### config.mk
export PLATFORM = sky130hd
export DESIGN_NAME = sitm_device_flat
export DESIGN_NICKNAME = d
export VERILOG_FILES = /design/src/rtl/sitm_pkg.sv /design/src/rtl/sitm_if.sv /design/src/rtl/sitm_device.sv /design/src/flat_wrapper.sv
export SDC_FILE = /design/constraint.sdc
export NUM_CORES = 1
export LEC_CHECK = 0
export ABC_AREA = 1
export BUFFER_PORTS_ARGS = -buffer_cell sky130_fd_sc_hd__buf_4
export CAP_MARGIN = 10
export CORE_MARGIN = 1.5
export CORE_UTILIZATION = 35
export CTS_CLUSTER_SIZE = 14
export DETAILED_ROUTE_END_ITERATION = 12
export MAX_ROUTING_LAYER = met4
export PLACE_DENSITY = 0.75
export SYNTH_ARGS = -nofsm -noshare
export SYNTH_HDL_FRONTEND = slang
export SYNTH_HIERARCHICAL = 1
export SYNTH_SLANG_ARGS = --single-unit
### constraint.sdc
create_clock -name core_clk_in -period 1.9 [get_ports core_clk_in]
set_input_delay 0.285 -clock core_clk_in [delete_from_list [all_inputs] [get_ports core_clk_in]]
set_output_delay 0.285 -clock core_clk_in [all_outputs]
set_load 0.01 [all_outputs]
### src/rtl/sitm_pkg.sv
// Package: telegram layout constants for the safe I/O telegram map
package sitm_pkg;
  // ----------------------------------------
  // Telegram sizes
  // ----------------------------------------
  localparam int OUT_BYTES = 6;
  localparam int IN_BYTES = 7;
  // ----------------------------------------
  // Output telegram byte positions
  // ----------------------------------------
  localparam int OB_SEL1 = 0;
  localparam int OB_SEL2 = 2;
  localparam int OB_START_A = 4;
  localparam int OB_START_B = 5;
  localparam int SEL_W = 5;
  localparam int BIT_WARN = 0;
  localparam int BIT_GUARD = 1;
  // ----------------------------------------
  // Input telegram byte positions
  // ----------------------------------------
  localparam int IB_ZONE_A = 0;
  localparam int IB_ZONE_B = 1;
  localparam int IB_STATUS = 2;
  localparam int IB_CRC = 3;
  // ----------------------------------------
  // Function modes and reset values
  // ----------------------------------------
  typedef enum logic {SITM_FOUR_FIELD, SITM_MULTI_CFG} sitm_mode_t;
  localparam logic [7:0] BYTE_RST = 8'h00;
  localparam logic [4:0] SEL_RST = 5'h00;
  // Zones read as occupied after reset: the safe state
  localparam logic [1:0] ZONE_RST = 2'h0;
  // ----------------------------------------
  // Interrupt register layout and register addresses of the controller end
  // ----------------------------------------
  localparam int IRQ_W = 3;
  localparam int EV_A_OCC = 0;
  localparam int EV_B_OCC = 1;
  localparam int EV_RX = 2;
  localparam logic [3:0] ADDR_CTRL = 4'h0;
  localparam logic [3:0] ADDR_START = 4'h1;
  localparam logic [3:0] ADDR_ZONES = 4'h2;
  localparam logic [3:0] ADDR_STATUS = 4'h3;
  localparam logic [3:0] ADDR_CRC = 4'h4;
  localparam logic [3:0] ADDR_IRQ = 4'h5;
  localparam logic [3:0] ADDR_MASK = 4'h6;
  localparam logic [3:0] ADDR_MODE = 4'h7;
endpackage

### src/rtl/sitm_if.sv
// Interface: cyclic telegram exchange between controller and device
`timescale 1ns/1ps
`default_nettype none
interface sitm_if;
  logic [7:0] out_tel [sitm_pkg::OUT_BYTES];
  logic out_valid;
  logic [7:0] in_tel [sitm_pkg::IN_BYTES];
  logic in_valid;
  modport ctrl (output out_tel, output out_valid, input in_tel, input in_valid);
  modport dev (input out_tel, input out_valid, output in_tel, output in_valid);
endinterface
`default_nettype wire

### src/rtl/sitm_device.sv
// Device end: decodes output telegrams, packs input telegrams
//
// Operation
// Four-field: byte0 bits0-4 select group one
// Four-field: byte2 bits0-4 select group two
// Byte4 bits0/1: function A restart requests
// Byte5 bits0/1: function B restart requests
// Multi-config: byte0 bits0-4 select bank
// Multi-config: byte2 bits0-4 select fields 6-10
// Input byte0: A warn/guard free flags
// Input byte1: B warn/guard free flags
// Status byte2, CRC bytes3-6 MSB first
// Decode output bytes per configured mode
// Active start bit releases manual restart
// Reserved bits sent zero, ignored
`timescale 1ns/1ps
`default_nettype none
// ----------------------------------------
// Two-flop synchroniser for asynchronous scanner pins
// ----------------------------------------
// Only the second stage is read outside this module, so a
// metastable first stage never reaches the telegram.
module sitm_sync2 #(
  parameter int W = 2
) (
  // Clock and reset
  input wire logic core_clk_in,
  input wire logic rst_in,
  // Pin in, synchronised copy out
  input wire logic [W-1:0] pin_in,
  output logic [W-1:0] sync_out
);
  logic [W-1:0] stage1_reg;
  logic [W-1:0] stage2_reg;
  // Reset to zero: zones read as occupied, the safe state
  always_ff @(posedge core_clk_in or posedge rst_in) begin
    if (rst_in) begin
      stage1_reg <= '0;
      stage2_reg <= '0;
    end else begin
      stage1_reg <= pin_in;
      stage2_reg <= stage1_reg;
    end
  end
  assign sync_out = stage2_reg;
endmodule // sitm_sync2

module sitm_device (
  // Clock and reset
  input wire logic core_clk_in,
  input wire logic rst_in,
  // Telegram link
  sitm_if.dev link,
  // Configuration and scanner state
  input wire logic mode_in,
  input wire logic [1:0] zone_a_in,
  input wire logic [1:0] zone_b_in,
  input wire logic [7:0] status_in,
  input wire logic [31:0] crc_in,
  // Decoded orders
  output logic [4:0] pair_sel_out,
  output logic [4:0] bank_sel_out,
  output logic [4:0] field_sel_out,
  output logic [1:0] release_a_out,
  output logic [1:0] release_b_out
);
  // ----------------------------------------
  // Behaviour in brief
  // ----------------------------------------
  // Orders are taken only on a cycle with a valid telegram, so a
  // controller that stops sending leaves the last orders standing.
  // The mode input decides whether byte0 updates the pair or the bank
  // selection; the other keeps its value for a later switch, and byte2 updates the field selection in both modes.
  // Restart releases are levels and stand until the next telegram;
  // a controller must send them inactive again to end the release.
  // Zone pins come from the scanner's own timing and pass two flops
  // before use; both stages reset to zero so zones read occupied.
  // Reserved bits of received bytes are never looked at, and every
  // reserved bit sent back is forced to zero.

  // ----------------------------------------
  // Pin synchronisers for scanner zone states
  // ----------------------------------------
  logic [1:0] zone_a_sync;
  logic [1:0] zone_b_sync;
  // Function A zone pins
  sitm_sync2 #(
    .W(2)
  ) u_sitm_sync2_a (
    .core_clk_in(core_clk_in),
    .rst_in(rst_in),
    .pin_in(zone_a_in),
    .sync_out(zone_a_sync)
  );
  // Function B zone pins
  sitm_sync2 #(
    .W(2)
  ) u_sitm_sync2_b (
    .core_clk_in(core_clk_in),
    .rst_in(rst_in),
    .pin_in(zone_b_in),
    .sync_out(zone_b_sync)
  );
  // Named zone flags, 1 means free
  wire warn_zone_a_free = zone_a_sync[sitm_pkg::BIT_WARN];
  wire guard_zone_free = zone_a_sync[sitm_pkg::BIT_GUARD];
  wire warn_zone_b_free = zone_b_sync[sitm_pkg::BIT_WARN];
  wire guard_zone_b_free = zone_b_sync[sitm_pkg::BIT_GUARD];

  // ----------------------------------------
  // Output telegram decode
  // ----------------------------------------
  wire four_field = (mode_in == sitm_pkg::SITM_FOUR_FIELD);
  wire [4:0] sel1 = link.out_tel[sitm_pkg::OB_SEL1][4:0];
  wire [4:0] sel2 = link.out_tel[sitm_pkg::OB_SEL2][4:0];
  wire [1:0] st_a = link.out_tel[sitm_pkg::OB_START_A][1:0];
  wire [1:0] st_b = link.out_tel[sitm_pkg::OB_START_B][1:0];
  logic [4:0] pair_sel_reg;
  logic [4:0] bank_sel_reg;
  logic [4:0] field_sel_reg;
  logic [1:0] release_a_reg;
  logic [1:0] release_b_reg;
  // Next values: each mode keeps the selection it does not use
  wire telegram_take = link.out_valid;
  wire [4:0] pair_sel_next = (telegram_take && four_field) ? sel1 : pair_sel_reg;
  wire [4:0] bank_sel_next = (telegram_take && !four_field) ? sel1 : bank_sel_reg;
  wire [4:0] field_sel_next = telegram_take ? sel2 : field_sel_reg;
  // Restart releases follow the latest telegram as levels
  wire [1:0] release_a_next = telegram_take ? st_a : release_a_reg;
  wire [1:0] release_b_next = telegram_take ? st_b : release_b_reg;

  // Selections stand until the next valid telegram
  always_ff @(posedge core_clk_in or posedge rst_in) begin
    if (rst_in) begin
      pair_sel_reg <= sitm_pkg::SEL_RST;
      bank_sel_reg <= sitm_pkg::SEL_RST;
      field_sel_reg <= sitm_pkg::SEL_RST;
    end else begin
      pair_sel_reg <= pair_sel_next;
      bank_sel_reg <= bank_sel_next;
      field_sel_reg <= field_sel_next;
    end
  end

  // Releases reset inactive so no restart follows a reset
  always_ff @(posedge core_clk_in or posedge rst_in) begin
    if (rst_in) begin
      release_a_reg <= 2'h0;
      release_b_reg <= 2'h0;
    end else begin
      release_a_reg <= release_a_next;
      release_b_reg <= release_b_next;
    end
  end
  // Orders leave straight from their flops
  assign pair_sel_out = pair_sel_reg;
  assign bank_sel_out = bank_sel_reg;
  assign field_sel_out = field_sel_reg;
  assign release_a_out = release_a_reg;
  assign release_b_out = release_b_reg;

  // ----------------------------------------
  // Input telegram pack
  // ----------------------------------------
  // CRC bytes, top byte travels first
  wire [7:0] crc_byte_top = crc_in[31:24];
  wire [7:0] crc_byte_upper_mid = crc_in[23:16];
  wire [7:0] crc_byte_lower_mid = crc_in[15:8];
  wire [7:0] crc_byte_bottom = crc_in[7:0];
  // Zone bytes with reserved bits held at zero
  wire [7:0] zone_a_byte = {6'h00, guard_zone_free, warn_zone_a_free};
  wire [7:0] zone_b_byte = {6'h00, guard_zone_b_free, warn_zone_b_free};
  logic [7:0] in_tel_reg [sitm_pkg::IN_BYTES];
  logic in_valid_reg;

  // Input telegram refreshed every cycle once out of reset
  always_ff @(posedge core_clk_in or posedge rst_in) begin
    if (rst_in) begin
      for (int i = 0; i < sitm_pkg::IN_BYTES; i++) begin
        in_tel_reg[i] <= sitm_pkg::BYTE_RST;
      end
    end else begin
      in_tel_reg[sitm_pkg::IB_ZONE_A] <= zone_a_byte;
      in_tel_reg[sitm_pkg::IB_ZONE_B] <= zone_b_byte;
      in_tel_reg[sitm_pkg::IB_STATUS] <= status_in;
      in_tel_reg[sitm_pkg::IB_CRC] <= crc_byte_top;
      in_tel_reg[sitm_pkg::IB_CRC + 1] <= crc_byte_upper_mid;
      in_tel_reg[sitm_pkg::IB_CRC + 2] <= crc_byte_lower_mid;
      in_tel_reg[sitm_pkg::IB_CRC + 3] <= crc_byte_bottom;
    end
  end

  // Valid rises at the first edge after reset and then stays high,
  // so the controller never reads the reset bytes as live data
  always_ff @(posedge core_clk_in or posedge rst_in) begin
    if (rst_in) begin
      in_valid_reg <= 1'b0;
    end else begin
      in_valid_reg <= 1'b1;
    end
  end

  // Input telegram onto the link
  always_comb begin
    for (int i = 0; i < sitm_pkg::IN_BYTES; i++) begin
      link.in_tel[i] = in_tel_reg[i];
    end
  end
  assign link.in_valid = in_valid_reg;
endmodule // sitm_device
`default_nettype wire

### src/flat_wrapper.sv
// flat-port wrapper written by rule: the top's interface ports become plain ports
module sitm_device_flat 
  (core_clk_in, rst_in, mode_in, zone_a_in, zone_b_in, status_in, crc_in, pair_sel_out, bank_sel_out, field_sel_out, release_a_out, release_b_out, link_out_tel, link_out_valid, link_in_tel, link_in_valid);
  sitm_if link_i ();
  input wire logic core_clk_in;
  input wire logic rst_in;
  input wire logic mode_in;
  input wire logic [1:0] zone_a_in;
  input wire logic [1:0] zone_b_in;
  input wire logic [7:0] status_in;
  input wire logic [31:0] crc_in;
  output logic [4:0] pair_sel_out;
  output logic [4:0] bank_sel_out;
  output logic [4:0] field_sel_out;
  output logic [1:0] release_a_out;
  output logic [1:0] release_b_out;
  input wire logic [$bits(link_i.out_tel)-1:0] link_out_tel;
  input wire logic [$bits(link_i.out_valid)-1:0] link_out_valid;
  output wire logic [$bits(link_i.in_tel)-1:0] link_in_tel;
  output wire logic [$bits(link_i.in_valid)-1:0] link_in_valid;
  assign link_i.out_tel = {>>{link_out_tel}};
  assign link_i.out_valid = link_out_valid;
  assign link_in_tel = {>>{link_i.in_tel}};
  assign link_in_valid = link_i.in_valid;
  sitm_device u_core (.core_clk_in(core_clk_in), .rst_in(rst_in), .link(link_i), .mode_in(mode_in), .zone_a_in(zone_a_in), .zone_b_in(zone_b_in), .status_in(status_in), .crc_in(crc_in), .pair_sel_out(pair_sel_out), .bank_sel_out(bank_sel_out), .field_sel_out(field_sel_out), .release_a_out(release_a_out), .release_b_out(release_b_out));
endmodule
==> results_dict.tcl <==
set metrics [dict create \
    status "completed" \
    final-seq-area_mm2 0.00180 \
    fp.dieArea_mm2 0.00671 \
    postPlaceCellArea_mm2 0.00317 \
    numCtsBuffers 9 \
    post_drt_wl_per_cell_um 11.8 \
    root_buffer "clkbuf_8" \
    path_cells "buf_4" \
    total_power_uw 3230 \
    gr-total-overflow 0 \
    slowest_stage "dfrtp_1" \
    n_fill_cell 517 \
    syn-cell-area_mm2 0.00218 \
    avgSynthCellArea_um2 14.3 \
    arrival_ns 0.87 \
    end_kind "primary output" \
    grt_pass1_wl_um 6350 \
    r2r-start "u_core/field_sel_out[0]$_DFFE_PP0P_" \
    yosys-top-cells-area "dfrtp_1 83%, nand2_1 5.2%, buf_4 4.5%" \
    io-pin-count 172 \
    slew_violations 0 \
    rrSetupSlack_ns 1.24 \
    drt_iter0_drc 68 \
    leakage_uw 0.00179 \
    cts_tree "yes" \
    cp-start-kind "register" \
    worst_pin_slew_ns 0.537 \
    multiInputGateArea_um2 263 \
    crit_start "u_core/pair_sel_out[1]$_DFFE_PP0P_" \
    hold_path.class "in2reg" \
    synth_xor_area_frac 0 \
    core_area_mm2 0.00596 \
    start_util 0.366 \
    place_congestion 0.707 \
    num_antenna_cells 0 \
    cts.htree.levels 3 \
    num_rows 28 \
    synth_top_area_cell "dfrtp_1" \
    die_y_um 81.9 \
    finalHoldViolations 0 \
    powerDensity_mw_per_mm2 957 \
    fin_worst_skew_ns 0.00227 \
    viasPerCell 4.13 \
    insertion_delay_ns 0.32 \
    post_synth_num_cell_types 10 \
    track_usage 0.136 \
    fin_crit_ns 1.15 \
    wl_um 4320 \
    final_cell_mix "126 x buf_4, 72 x dfrtp_1, 30 x nand2_1" \
    cts_resized 0 \
    largest_reg_flops 44 \
    crit_path_end "pair_sel_out[1]" \
    ir_worst_vdd_v 0.000602 \
    drv_cap 0 \
    synth_top_area_frac 0.827 \
    finalCritPeriodShare 0.606 \
    dp_hpwl_um 3310 \
    fp.dieW_um 81.9 \
    fin_util 0.567 \
    dp_cells 350 \
    synth-seq-area-share 0.827 \
    max_freq_mhz 868 \
    synth_top_family_by_area "simple AND/OR/NAND/NOR gates" \
    synth_mux_area_frac 0 \
    mostFrequentLayoutCell "buf_4" \
    ant_nets 0 \
    drive_above_1_share 0.500 \
    yosysWarnings 6 \
    yosys.area_share.simple 0.0775 \
    crit_type "reg2out" \
    cts_buffer_depth 2 \
    fin_nets 383 \
    firstDrtPassIters 4 \
    synth-compound-area-share 0.0207 \
    drc 0 \
    final_area_mm2 0.00338 \
    cp.depth 1 \
    relSlewSlack 0.642 \
    critPathMaxFanout 2 \
    clk_pin_slew_ns 0.08 \
    worst_r2r_path_depth 2 \
    critical_path_required_ns 1.62 \
    fin_cells 367 \
    timing.rr.end "u_core/field_sel_out[0]$_DFFE_PP0P_" \
    ys_ff_latch 72 \
    cts_sinks 72 \
    cpLargestDelayFamily "flip-flops" \
    syn2layout_area_growth_pct 54.9 \
    grt_max_degree 35 \
    via_count 1516 \
    cp_slowest_stage_delay_ns 0.39 \
    tns_ns 0 \
    rsz0062_at_grt "no" \
    path_buf_inv 1 \
    grt_pass1_vias 1429 \
    synthCells 152 \
    setup_viol 0 \
    synth_fa_ha_area_frac 0 \
    antenna_found_initial 0 \
    port_buffers 125 \
]
through the flow:
stage                     hold WS, ns  worst slack, ns
final                          0.0589            0.748
after global routing           0.0316            0.614
after CTS                      0.0322            0.718
after detailed placement        0.201            0.910
after global placement          0.193            0.927
after floorplan                0.0511           0.0169
layout make-up:
cell class              count  share of cell area
clock buffers               9              0.0367
clock inverters             7              0.0207
inverters                  13              0.0144
multi-input cells          63              0.0778
flip-flops and latches     72               0.534
well taps                  75              0.0278
repair buffers            128               0.289
how the worst min path moves through the flow:
stage / slack (ns) / startpoint / cells after the start / to
finish: 0.06 / crc_in[16] / 1 / u_core/link.in_tel[16]$_DFF_PP0_
global route: 0.03 / zone_b_in[1] / 1 / u_core/u_sitm_sync2_b/stage1_reg[1]$_DFF_PP0_
CTS: 0.03 / crc_in[16] / 1 / u_core/link.in_tel[16]$_DFF_PP0_
detailed placement: 0.20 / rst_in / 2 / u_core/u_sitm_sync2_a/stage1_reg[0]$_DFF_PP0_
global placement: 0.19 / rst_in / 2 / u_core/u_sitm_sync2_a/stage1_reg[0]$_DFF_PP0_
floorplan: 0.05 / rst_in / 1 / u_core/u_sitm_sync2_a/stage1_reg[0]$_DFF_PP0_
synthesized netlist by cell type:
library cell / number
buf_2: 2
dfrtp_1: 72
buf_4: 13
inv_2: 1
nand2_2: 1
o21ai_0: 9
inv_1: 12
conb_1: 2
nand3_1: 10
nand2_1: 30
kinds of logic (layout without fill, tap and decap cells):
kind of cell           Yosys count  after routing
AOI/OAI and AO/OA                9              9
buffers and inverters           28            157
DFF                             72             72
other                            2             13
and+or+nand+nor                 41             41
per-layer routing:
| layer | share of wire | up-vias | GRT usage |
|---|---|---|---|
| li1 | - | 708 | - |
| met1 | 0.35 | 716 | 0.129 |
| met2 | 0.53 | 83 | 0.242 |
| met3 | 0.10 | 9 | 0.0422 |
| met4 | 0.014 | 0 | 0.0763 |
| met5 | 0 | - | - |
where the power goes:
part / switching, uW / leakage, uW / internal [uW]
clock: 555 / 0.0000998 / 608
combinational: 180 / 0.000844 / 216
sequential: 38.7 / 0.000851 / 1630
timing repair:
item                                   4_1_cts  5_1_grt
buffers inserted                             0        0
endpoints found under the hold margin        8        0
hold buffers                                 1        0
Note: power is estimated with default switching activity, not from simulation.
